$ cat src/ddri_defines.svh
// timing, field and encoding constants for the ddr3 init/mode-register controller
// Overview of operation
// [RULE1] power-up: reset low at least 200 us
// [RULE2] cke low 10 ns before reset release
// [RULE3] wait 500 us after reset before cke
// [RULE4] clock stable max(10 ns, 5 tck) before cke
// [RULE5] nop registered before cke goes high
// [RULE6] cke stays high until init completes
// [RULE7] device odt high-z until cke registered
// [RULE8] odt held low through whole initialization
// [RULE9] wait txpr after cke before first mrs
// [RULE10] mrs order mr2, mr3, mr1, mr0, zqcl
// [RULE11] init mr1 write enables dll, a0 low
// [RULE12] init mr0 write resets dll, a8 high
// [RULE13] after zqcl wait tdllk and tzqinit
// [RULE14] warm reset: 100 ns, cke low, repeat
// [RULE15] every mrs writes all register fields
// [RULE16] device array survives mrs and dll reset
// [RULE17] consecutive mrs spaced by tmrd
// [RULE18] tmod before any non-mrs command
// [RULE19] runtime mrs only when device idle
// [RULE20] reserved mode-register bits written zero
// [RULE21] mr0 write recovery at least twr/tck
// [RULE22] rtt_nom during writes limited to rzq/2,4,6
`ifndef DDRI_DEFINES_SVH
`define DDRI_DEFINES_SVH

`define DDRI_CEIL(n, d)       (((n) + (d) - 1) / (d))
`define DDRI_MAX(a, b)        (((a) > (b)) ? (a) : (b))

`define DDRI_MCLK_NS          20
`define DDRI_TCK_NS           (2 * `DDRI_MCLK_NS)
`define DDRI_MCLK_PER_TCK     2
`define DDRI_CNT_W            16

`define DDRI_T_RST_PU_US      200
`define DDRI_RST_PU_CYC       `DDRI_CEIL(`DDRI_T_RST_PU_US * 1000, `DDRI_MCLK_NS)
`define DDRI_T_RST_SP_NS      100
`define DDRI_RST_SP_CYC       `DDRI_CEIL(`DDRI_T_RST_SP_NS, `DDRI_MCLK_NS)
`define DDRI_T_CKE_LEAD_NS    10
`define DDRI_CKE_LEAD_CYC     `DDRI_CEIL(`DDRI_T_CKE_LEAD_NS, `DDRI_MCLK_NS)
`define DDRI_T_CKE_WAIT_US    500
`define DDRI_CKE_WAIT_CYC     `DDRI_CEIL(`DDRI_T_CKE_WAIT_US * 1000, `DDRI_MCLK_NS)
`define DDRI_T_CK_STABLE_NS   10
`define DDRI_CK_STABLE_TCK    5
`define DDRI_CK_STABLE_CYC    `DDRI_MAX(`DDRI_CEIL(`DDRI_T_CK_STABLE_NS, `DDRI_MCLK_NS), \
                              `DDRI_CK_STABLE_TCK * `DDRI_MCLK_PER_TCK)
`define DDRI_T_XS_NS          270
`define DDRI_XPR_TCK          5
`define DDRI_XPR_CYC          `DDRI_MAX(`DDRI_CEIL(`DDRI_T_XS_NS, `DDRI_MCLK_NS), \
                              `DDRI_XPR_TCK * `DDRI_MCLK_PER_TCK)
`define DDRI_MRD_TCK          4
`define DDRI_MRD_CYC          (`DDRI_MRD_TCK * `DDRI_MCLK_PER_TCK)
`define DDRI_T_MOD_NS         15
`define DDRI_MOD_TCK          12
`define DDRI_MOD_CYC          `DDRI_MAX(`DDRI_CEIL(`DDRI_T_MOD_NS, `DDRI_MCLK_NS), \
                              `DDRI_MOD_TCK * `DDRI_MCLK_PER_TCK)
`define DDRI_DLLK_TCK         512
`define DDRI_ZQINIT_TCK       512
`define DDRI_FINAL_CYC        (`DDRI_MAX(`DDRI_DLLK_TCK, `DDRI_ZQINIT_TCK) * `DDRI_MCLK_PER_TCK)
`define DDRI_T_WR_NS          15
`define DDRI_WR_MIN           `DDRI_CEIL(`DDRI_T_WR_NS, `DDRI_TCK_NS)

// command pins {cs_n, ras_n, cas_n, we_n}
`define DDRI_CMD_NOP          4'h7
`define DDRI_CMD_MRS          4'h0
`define DDRI_CMD_ZQCL         4'h6
`define DDRI_BA_MR0           3'h0
`define DDRI_BA_MR1           3'h1
`define DDRI_INIT_ORDER       8'h1E
`define DDRI_LAST_IDX         2'h3

// bits that survive the reserved-bit mask, per mode register
`define DDRI_MR0_KEEP         16'h1FFF
`define DDRI_MR1_KEEP         16'h12FF
`define DDRI_MR2_KEEP         16'h06FF
`define DDRI_MR3_KEEP         16'h0007

`define DDRI_BIT_DLL_DIS      0
`define DDRI_BIT_DLL_RST      8
`define DDRI_BIT_ZQ_LONG      10
`define DDRI_BIT_WLEV         7
`define DDRI_BIT_QOFF         12
`define DDRI_BIT_RTT2         9
`define DDRI_BIT_RTT1         6
`define DDRI_BIT_RTT0         2
`define DDRI_RTT_MAX_WRITE    3'h3
`define DDRI_WR_LSB           9
`define DDRI_WR_W             3
`define DDRI_WR_CYC_W         5
`define DDRI_WR_LUT           40'h73148398B0

`endif

$ cat src/ddri_ctrl_note_end.sv
`timescale 1ns/1ps

$ cat src/ddri_pkg.sv
// types shared by the ddr3 init/mode-register controller
`default_nettype none
package ddri_pkg;
	typedef enum logic [8:0] {
		ST_RST_HOLD = 9'h001,
		ST_CKE_WAIT = 9'h002,
		ST_XPR      = 9'h004,
		ST_MRS_GAP  = 9'h008,
		ST_ZQ       = 9'h010,
		ST_ZQ_WAIT  = 9'h020,
		ST_READY    = 9'h040,
		ST_RT_GAP   = 9'h080,
		ST_CKE_DROP = 9'h100
	} ddri_state_e;
	typedef logic [3:0] ddri_cmd_t;
	typedef logic [1:0] ddri_mr_t;
endpackage
`default_nettype wire

$ cat src/ddri_ctrl.sv
// ddr3 power-up / warm reset sequencer and mode register writer
`include "ddri_defines.svh"
`timescale 1ns/1ps
`default_nettype none
module ddri_ctrl #(
	parameter int unsigned RST_PU_CYC   = `DDRI_RST_PU_CYC,
	parameter int unsigned CKE_WAIT_CYC = `DDRI_CKE_WAIT_CYC
) (
	input  wire logic        mclk,
	input  wire logic        arst_n,
	input  wire logic        start_reset,
	input  wire logic        dev_idle,
	input  wire logic        rtt_in_writes,
	input  wire logic [15:0] mr0_val,
	input  wire logic [15:0] mr1_val,
	input  wire logic [15:0] mr2_val,
	input  wire logic [15:0] mr3_val,
	input  wire logic        mrs_req,
	input  wire logic [1:0]  mrs_sel,
	input  wire logic [15:0] mrs_val,
	output var  logic        ddr_reset_n,
	output var  logic        ddr_cke,
	output var  logic        ddr_odt,
	output var  logic        ddr_ck,
	output var  logic        ddr_ck_n,
	output var  logic        ddr_cs_n,
	output var  logic        ddr_ras_n,
	output var  logic        ddr_cas_n,
	output var  logic        ddr_we_n,
	output var  logic [2:0]  ddr_ba,
	output var  logic [15:0] ddr_addr,
	output var  logic        init_done,
	output var  logic        mrs_ack,
	output var  logic        cfg_error
);

	////////////////////////////////////////////////////////////////////////////////
	// decoders shared by the init path and the runtime path

	function automatic logic [15:0] mr_clean(
		input logic [1:0]  sel,
		input logic [15:0] val,
		input logic        init
	);
		logic [15:0] v;
		v = val;
		unique case (sel)
			2'h0: v = val & `DDRI_MR0_KEEP;
			2'h1: v = val & `DDRI_MR1_KEEP;
			2'h2: v = val & `DDRI_MR2_KEEP;
			2'h3: v = val & `DDRI_MR3_KEEP;
		endcase
		// [RULE11] dll enabled at init
		if (init && sel == `DDRI_BA_MR1)
			v[`DDRI_BIT_DLL_DIS] = 1'b0;
		// [RULE12] dll reset at init
		if (init && sel == `DDRI_BA_MR0)
			v[`DDRI_BIT_DLL_RST] = 1'b1;
		return v;
	endfunction

	function automatic logic mr_ok(
		input logic [1:0]  sel,
		input logic [15:0] val,
		input logic        rtt_w
	);
		logic [2:0]                rtt;
		logic [`DDRI_WR_W-1:0]     wr_code;
		logic [`DDRI_WR_CYC_W-1:0] wr_cyc;
		logic                      limit;
		rtt     = {val[`DDRI_BIT_RTT2], val[`DDRI_BIT_RTT1], val[`DDRI_BIT_RTT0]};
		wr_code = val[`DDRI_WR_LSB +: `DDRI_WR_W];
		wr_cyc  = `DDRI_WR_CYC_W'(`DDRI_WR_LUT >> (wr_code * `DDRI_WR_CYC_W));
		// write leveling with qoff lifts the termination limit
		limit   = val[`DDRI_BIT_WLEV] ? !val[`DDRI_BIT_QOFF] : rtt_w;
		mr_ok   = 1'b1;
		// [RULE21] write recovery floor
		if (sel == `DDRI_BA_MR0 && wr_cyc < `DDRI_WR_CYC_W'(`DDRI_WR_MIN))
			mr_ok = 1'b0;
		// [RULE22] termination limit
		if (sel == `DDRI_BA_MR1 && limit && rtt > `DDRI_RTT_MAX_WRITE)
			mr_ok = 1'b0;
	endfunction

	////////////////////////////////////////////////////////////////////////////////
	// sequencer

	ddri_pkg::ddri_state_e    state;
	ddri_pkg::ddri_state_e    next_state;
	logic [`DDRI_CNT_W-1:0]   cnt;
	logic [`DDRI_CNT_W-1:0]   next_cnt;
	ddri_pkg::ddri_mr_t       idx;
	ddri_pkg::ddri_mr_t       next_idx;
	ddri_pkg::ddri_cmd_t      next_cmd;
	logic [2:0]               next_ba;
	logic [15:0]              next_addr;
	logic                     next_cke;
	logic                     next_reset_n;
	logic                     next_ck_run;
	logic                     next_done;
	logic                     next_ack;
	logic                     ck_run;
	logic                     slot;
	logic                     expired;
	logic [15:0]              mr_set [4];
	ddri_pkg::ddri_mr_t       sel_i;
	logic [15:0]              val_i;

	assign mr_set[0] = mr0_val;
	assign mr_set[1] = mr1_val;
	assign mr_set[2] = mr2_val;
	assign mr_set[3] = mr3_val;
	// commands change as ck falls, so each one is centred on a rising edge
	assign slot      = ddr_ck;
	assign expired   = (cnt == '0);
	assign sel_i     = ddri_pkg::ddri_mr_t'(`DDRI_INIT_ORDER >> ({1'b0, idx} << 1));
	assign val_i     = mr_clean(sel_i, mr_set[sel_i], 1'b1);

	always_comb
	begin
		next_state   = state;
		next_cnt     = expired ? cnt : cnt - 1'b1;
		next_idx     = idx;
		next_cmd     = slot ? `DDRI_CMD_NOP : {ddr_cs_n, ddr_ras_n, ddr_cas_n, ddr_we_n};
		next_ba      = ddr_ba;
		next_addr    = ddr_addr;
		next_cke     = ddr_cke;
		next_reset_n = ddr_reset_n;
		next_ck_run  = ck_run;
		next_done    = init_done;
		next_ack     = 1'b0;
		unique case (state)
			ddri_pkg::ST_CKE_DROP:
			begin
				// [RULE14] cke low before reset
				// [RULE2] cke leads reset release
				next_cke  = 1'b0;
				next_done = 1'b0;
				if (expired)
				begin
					next_state   = ddri_pkg::ST_RST_HOLD;
					next_reset_n = 1'b0;
					next_ck_run  = 1'b0;
					next_cnt     = `DDRI_CNT_W'(`DDRI_RST_SP_CYC);
				end
			end
			ddri_pkg::ST_RST_HOLD:
			begin
				// [RULE1] hold reset low
				if (expired)
				begin
					next_state   = ddri_pkg::ST_CKE_WAIT;
					next_reset_n = 1'b1;
					next_ck_run  = 1'b1;
					next_cnt     = `DDRI_CNT_W'(CKE_WAIT_CYC);
				end
			end
			ddri_pkg::ST_CKE_WAIT:
			begin
				// [RULE3] 500 us before cke
				if (expired && slot)
				begin
					// [RULE5] nop under cke rise
					next_cmd   = `DDRI_CMD_NOP;
					next_cke   = 1'b1;
					next_state = ddri_pkg::ST_XPR;
					next_cnt   = `DDRI_CNT_W'(`DDRI_XPR_CYC);
					next_idx   = '0;
				end
			end
			ddri_pkg::ST_XPR, ddri_pkg::ST_MRS_GAP:
			begin
				// [RULE9] txpr then mrs
				if (expired && slot && mr_ok(sel_i, val_i, rtt_in_writes))
				begin
					// [RULE10] programmed order
					next_cmd   = `DDRI_CMD_MRS;
					next_ba    = {1'b0, sel_i};
					// [RULE15] full register value
					next_addr  = val_i;
					next_state = (idx == `DDRI_LAST_IDX) ? ddri_pkg::ST_ZQ : ddri_pkg::ST_MRS_GAP;
					// [RULE17] tmrd between mrs
					next_cnt   = (idx == `DDRI_LAST_IDX) ? `DDRI_CNT_W'(`DDRI_MOD_CYC)
					                                     : `DDRI_CNT_W'(`DDRI_MRD_CYC);
					next_idx   = idx + 1'b1;
				end
			end
			ddri_pkg::ST_ZQ:
			begin
				// [RULE18] tmod before zqcl
				if (expired && slot)
				begin
					next_cmd   = `DDRI_CMD_ZQCL;
					next_ba    = '0;
					next_addr  = 16'h0000;
					next_addr[`DDRI_BIT_ZQ_LONG] = 1'b1;
					next_state = ddri_pkg::ST_ZQ_WAIT;
					next_cnt   = `DDRI_CNT_W'(`DDRI_FINAL_CYC);
				end
			end
			ddri_pkg::ST_ZQ_WAIT:
			begin
				// [RULE13] dll lock and zq wait
				if (expired)
				begin
					next_state = ddri_pkg::ST_READY;
					next_done  = 1'b1;
				end
			end
			ddri_pkg::ST_READY:
			begin
				if (start_reset)
				begin
					next_state = ddri_pkg::ST_CKE_DROP;
					next_cnt   = `DDRI_CNT_W'(`DDRI_CKE_LEAD_CYC);
				end
				// [RULE19] idle-only rewrite
				else if (mrs_req && dev_idle && slot && mr_ok(mrs_sel, mrs_val, rtt_in_writes))
				begin
					next_cmd   = `DDRI_CMD_MRS;
					next_ba    = {1'b0, mrs_sel};
					// [RULE20] reserved bits zero
					next_addr  = mr_clean(mrs_sel, mrs_val, 1'b0);
					next_ack   = 1'b1;
					next_state = ddri_pkg::ST_RT_GAP;
					// tmod covers tmrd too, so one wait serves both
					next_cnt   = `DDRI_CNT_W'(`DDRI_MOD_CYC);
				end
			end
			ddri_pkg::ST_RT_GAP:
			begin
				if (expired)
					next_state = ddri_pkg::ST_READY;
			end
			default:
			begin
				next_state = ddri_pkg::ST_CKE_DROP;
				next_cnt   = `DDRI_CNT_W'(`DDRI_CKE_LEAD_CYC);
			end
		endcase
	end

	always_ff @(posedge mclk or negedge arst_n)
	begin
		if (!arst_n)
		begin
			state <= ddri_pkg::ST_RST_HOLD;
			cnt   <= `DDRI_CNT_W'(RST_PU_CYC);
			idx   <= '0;
		end
		else
		begin
			state <= next_state;
			cnt   <= next_cnt;
			idx   <= next_idx;
		end
	end

	////////////////////////////////////////////////////////////////////////////////
	// pins toward the device

	always_ff @(posedge mclk or negedge arst_n)
	begin
		if (!arst_n)
		begin
			ddr_reset_n <= 1'b0;
			ddr_cke     <= 1'b0;
			ck_run      <= 1'b0;
		end
		else
		begin
			ddr_reset_n <= next_reset_n;
			// [RULE6] cke held high
			ddr_cke     <= next_cke;
			ck_run      <= next_ck_run;
		end
	end

	// [RULE8] odt kept low
	always_ff @(posedge mclk or negedge arst_n)
	begin
		if (!arst_n)
			ddr_odt <= 1'b0;
		else
			ddr_odt <= 1'b0;
	end

	// ck is mclk halved; it stops during reset hold where the device ignores it
	always_ff @(posedge mclk or negedge arst_n)
	begin
		if (!arst_n)
		begin
			ddr_ck   <= 1'b0;
			ddr_ck_n <= 1'b1;
		end
		else
		begin
			// [RULE4] clock runs before cke
			ddr_ck   <= ck_run & ~ddr_ck;
			ddr_ck_n <= ~(ck_run & ~ddr_ck);
		end
	end

	always_ff @(posedge mclk or negedge arst_n)
	begin
		if (!arst_n)
		begin
			{ddr_cs_n, ddr_ras_n, ddr_cas_n, ddr_we_n} <= `DDRI_CMD_NOP;
			ddr_ba   <= '0;
			ddr_addr <= '0;
		end
		else
		begin
			{ddr_cs_n, ddr_ras_n, ddr_cas_n, ddr_we_n} <= next_cmd;
			ddr_ba   <= next_ba;
			ddr_addr <= next_addr;
		end
	end

	////////////////////////////////////////////////////////////////////////////////
	// user-side status

	always_ff @(posedge mclk or negedge arst_n)
	begin
		if (!arst_n)
		begin
			init_done <= 1'b0;
			mrs_ack   <= 1'b0;
			cfg_error <= 1'b0;
		end
		else
		begin
			init_done <= next_done;
			mrs_ack   <= next_ack;
			cfg_error <= !mr_ok(2'h0, mr_clean(2'h0, mr0_val, 1'b1), rtt_in_writes)
			           || !mr_ok(2'h1, mr_clean(2'h1, mr1_val, 1'b1), rtt_in_writes)
			           || (mrs_req && !mr_ok(mrs_sel, mrs_val, rtt_in_writes));
		end
	end

	////////////////////////////////////////////////////////////////////////////////
	// checks

	logic [`DDRI_CNT_W-1:0] low_cnt;
	logic [`DDRI_CNT_W-1:0] high_cnt;
	logic [`DDRI_CNT_W-1:0] since_cmd;
	logic [`DDRI_CNT_W-1:0] ck_cnt;
	logic                   warm;
	logic                   cmd_new;
	logic [2:0]             last_ba;

	assign cmd_new = ({ddr_cs_n, ddr_ras_n, ddr_cas_n, ddr_we_n} != `DDRI_CMD_NOP);

	always_ff @(posedge mclk or negedge arst_n)
	begin
		if (!arst_n)
		begin
			low_cnt   <= '0;
			high_cnt  <= '0;
			since_cmd <= '0;
			ck_cnt    <= '0;
			warm      <= 1'b0;
			last_ba   <= '0;
		end
		else
		begin
			low_cnt   <= ddr_reset_n ? '0 : low_cnt + (&low_cnt ? 1'b0 : 1'b1);
			high_cnt  <= !ddr_reset_n ? '0 : high_cnt + (&high_cnt ? 1'b0 : 1'b1);
			ck_cnt    <= !ck_run ? '0 : ck_cnt + (&ck_cnt ? 1'b0 : 1'b1);
			since_cmd <= (next_cmd != `DDRI_CMD_NOP && !cmd_new) || (next_cke && !ddr_cke)
			           ? '0 : since_cmd + (&since_cmd ? 1'b0 : 1'b1);
			if (state == ddri_pkg::ST_CKE_DROP)
				warm <= 1'b1;
			if (cmd_new && !ddr_ras_n == 1'b1)
				last_ba <= ddr_ba;
		end
	end
endmodule
`default_nettype wire

$ cat config.mk
export PLATFORM = sky130hd
export DESIGN_NAME = ddri_ctrl
export DESIGN_NICKNAME = d
export VERILOG_FILES = /design/src/ddri_ctrl_note_end.sv /design/src/ddri_pkg.sv /design/src/ddri_ctrl.sv
export VERILOG_INCLUDE_DIRS = /design/src
export SDC_FILE = /design/constraint.sdc
export NUM_CORES = 1
export LEC_CHECK = 0
export ABC_AREA = 1
export BUFFER_PORTS_ARGS = -buffer_cell sky130_fd_sc_hd__buf_2
export CAP_MARGIN = 20
export CORE_MARGIN = 2
export CORE_UTILIZATION = 45
export DETAILED_ROUTE_END_ITERATION = 6
export PLACE_DENSITY_LB_ADDON = 0.15
export SLEW_MARGIN = 5
export SYNTH_ARGS = -nofsm -noshare
export SYNTH_HDL_FRONTEND = slang
export SYNTH_SLANG_ARGS = --single-unit
$ cat constraint.sdc
create_clock -name mclk -period 2.9 [get_ports mclk]
set_input_delay 0.58 -clock mclk [delete_from_list [all_inputs] [get_ports mclk]]
set_output_delay 0.58 -clock mclk [all_outputs]
set_load 0.01 [all_outputs]
==> summary.md <==
| Metric | Value |
|---|---|
| Cells after Synth | `643` |
| Final cell count without fillers | `844` |
| Multi-input logic area | `0.00240 sq mm` |
| Rel. slew slack | `0.559` |
| Fin crit share | `0.859` |
| Ant diodes | `0` |
| Synth cell count leaders | `170 x nand2_1, 86 x nor2_1, 81 x inv_1` |
| Clk pwr share | `0.339` |
| Arr. time, crit path | `2.70 ns` |
| Layout Area Growth over Synthesis | `14.0%` |
| CTS Buf Count | `5` |
| R2r setup slk | `between 0.4 and 0.5 ns` |
| Final HPWL DP | `9.09 mm` |
| Post-synthesis sequential element count | `53` |
| Total congestion overflow | `0` |
| Clock buffer depth | `2` |
| CP Launch Type | `flip-flop` |
| Die Ht | `approximately 100 um` |
| Cts repair resizes | `0` |
| IO Count | `around 120` |
| Total wire length | `11.6 mm` |
| Post-synth EDFFs | `0` |
| Max Cap Violations | `0` |
| CP max stage cell | `dfrtp_1` |
| Post-synth top area share | `0.253` |
| Global Route Usage Sum | `0.241` |
| Die W | `101 um` |
| Synth area leaders | `dfrtp_1 25%, nand2_1 15%, nor2_1 7.6%` |
| Root buf cell | `clkbuf_8` |
| Synth async-reset ratio | `1.00` |
| DR iter-0 viols | `179` |
| Per-cell routed wire length | `13.7 um` |
| Sw frac | `0.249` |
| DR vias/cell | `roughly 5.2` |
| Clock Latency Late Sink | `0.31 ns` |
| Global placer's final weighted congestion | `0.926` |
| Hold Crit Class | `input port to asynchronous set/reset pin` |
| Nets | `827` |
| Sequential share of power | `0.578` |
| Register area share after synthesis | `0.315` |
| DRT Pass-1 Iters | `4` |
| Seq. cell area | `0.00134 sq mm` |
| Die area | `between 0.01 and 0.015 sq mm` |
| First-pass GRT wire length | `19.7 mm` |
| TNS Setup | `0 ns` |
| Slew Viols, Final | `0` |
| ANT nets after route | `0` |
| Met1 Resource Use GR | `0.298` |
| Initial antenna violation count | `0` |
| H-tree depth | `2` |
| Synth cell types | `between 40 and 50` |
| Worst r2r src | `idx[1]$_DFFE_PN0P_` |
| Hold_buf cts | `0` |
| Synth area leader | `dfrtp_1` |
| Worst path cell trace | `inv_2 -> ha_1 -> inv_2 -> nand2_1 -> nand3_1 -> nand3_1 -> nand2_1 -> nand3_1 -> nand2_4 -> nand2_8 -> nand3_4 -> nand2_1 -> nand2_1 -> inv_1` |
| Max Clk Rate | `401 MHz` |
| Port Buffers | `94` |
| Final min period | `between 2 and 2.5 ns` |
| Filler cell count | `between 900 and 1000` |
| Combinational power share | `0.083` |
| Crit end category | `flip-flop` |
| Largest net degree at the start of global routing | `29` |
| Reg2Reg Depth | `14` |
| Worst vdd ir | `0.000206 V` |
| Clk sink count | `53` |
| CP dominant cell by count | `nand2_1` |
| Inst Count DP | `836` |
| Global routing usage on met2 | `0.423` |
| Top FF cell, synth | `dfrtp_1` |
| Core area | `0.00920 sq mm` |
| GR Util met3 | `0.0469` |
| Worst-margin pin slew | `0.658 ns` |
| GRT busiest layer | `met2` |
| Worst path max stage delay | `0.41 ns` |
| Initial Util | `0.462` |
| Final hold vios | `0` |
| Cell with the most instances after synthesis | `nand2_1` |
| RSZ-0062 raised after global routing | `no` |
| Worst EP required | `3.11 ns` |
| Row count | `35` |
| CP Class | `flip-flop to flip-flop` |
| DRC | `0` |
| PwrDens | `between 200 and 300 mW/mm^2` |
| CTS tree | `done` |
| Synth warn | `0` |
| Pint | `about 960 uW` |
| Final setup vio count | `0` |
| Net Sw Power | `~320 uW` |
| Post-CTS Setup Inserts | `0` |
| Crit-path max FO | `24` |
| Clk pin slew, worst setup/hold paths | `0.10 ns` |
| Netlist Area Pre-Place | `0.00425 sq mm` |
| Via count of the first global-routing pass | `4321` |
| Leak | `~2.6 nW` |
| Fraction of layout cells with a size suffix above 1 | `0.236` |
| Synth Area per Inst | `6.60 sq um` |
| Clk_skew | `0.0102 ns` |
| Outcome | `completed` |
| Worst r2r dst | `ddr_addr[11]$_DFFE_PN0P_` |
| Vias | `4358` |
[logic make-up (layout without fill, tap and decap cells)]
family,Yosys count,count (layout),share of synthesized area
flip-flops,53,53,0.315
multiplexers,1,1,0.00236
AO/OA/AOI/OAI,68,68,0.0896
other,1,5,0.000883
AND/OR/NAND/NOR,391,391,0.440
adder cells (fa/ha/maj),7,7,0.0206
buffers and inverters,118,204,0.123
XOR/XNOR,4,4,0.00825
[power groups by stage]
stage,sequential (mW),combinational [mW],clock [mW]
2_1_floorplan,0.755,0.0377,0
3_3_place_gp,0.754,0.107,0
3_5_place_dp,0.755,0.108,0
4_1_cts,0.741,0.108,0.449
5_1_grt,0.741,0.123,0.481
6_report,0.741,0.107,0.434
[registers in the layout (all words and copies together) (netlist names)]
| name | flops |
|---|---|
| ddr_cas_n | 1 |
| ddr_ck | 1 |
| ddr_ck_n | 1 |
| ck_run | 1 |
| mrs_ack | 1 |
| cfg_error | 1 |
| cnt | 16 |
| ddr_cke | 1 |
| idx | 2 |
| ddr_ras_n | 1 |
| ddr_cs_n | 1 |
| ddr_we_n | 1 |
| state | 9 |
| ddr_addr | 13 |
| init_done | 1 |
| ddr_ba | 2 |
[cell type report]
class / count / share of cell area
Timing Repair Buffer: 99 / 0.105
Clock buffer: 5 / 0.0142
Inverter: 97 / 0.0757
Clock inverter: 3 / 0.00439
Multi-Input combinational cell: 476 / 0.496
Sequential cell: 53 / 0.276
Tap cell: 111 / 0.0287
[layout by cell type (no fill, tap or decap), types with 15 or more instances in the layout]
cell	synthesis	final
nand2_1	170	170
nor2_1	86	86
nand4_1	32	32
nand3_1	50	50
buf_2	6	94
o21ai_0	22	22
a21oi_1	21	21
inv_1	81	81
inv_2	15	15
dfrtp_1	43	43
[critical path: cells and delay by family, from the launching register on]
family	cells	cell delay [ns]
AND/OR/NAND/NOR	10	1.23
flip-flops	1	0.41
buffers and inverters	3	0.46
adder cells (fa/ha/maj)	1	0.28
[per-layer routing]
| layer | share of wire | vias up |
|---|---|---|
| met5 | 0 | - |
| met4 | 0.017 | 0 |
| met3 | 0.056 | 25 |
| met2 | 0.49 | 132 |
| met1 | 0.43 | 1971 |
| li1 | - | 2230 |
[worst max-delay path by stage]
stage                       startpoint                       end  slack [ns]  cells after the start
detailed placement  idx[1]$_DFFE_PN0P_  ddr_addr[10]$_DFFE_PN0P_        0.45                     14
finish              idx[1]$_DFFE_PN0P_  ddr_addr[11]$_DFFE_PN0P_        0.41                     14
global placement    idx[1]$_DFFE_PN0P_  ddr_addr[10]$_DFFE_PN0P_        0.46                     14
global route        idx[1]$_DFFE_PN0P_   ddr_addr[4]$_DFFE_PN0P_        0.08                     14
CTS                 idx[1]$_DFFE_PN0P_  ddr_addr[11]$_DFFE_PN0P_        0.41                     14
floorplan           idx[1]$_DFFE_PN0P_  ddr_addr[10]$_DFFE_PN0P_        0.68                     17
[per-stage QoR]
stage                     total power [mW]  cell area [sq um]  setup WS (ns)   util  hold slack (ns)
after floorplan                      0.793               4260          0.676      -            0.284
after global placement               0.861               4750          0.462  0.517            0.446
after detailed placement             0.862               4750          0.452  0.517            0.457
after CTS                             1.30               4840          0.414  0.527            0.297
after global routing                  1.34               4840         0.0755  0.527            0.306
final                                 1.28               4840          0.409  0.527            0.274
(Power assumes the default switching activity.)
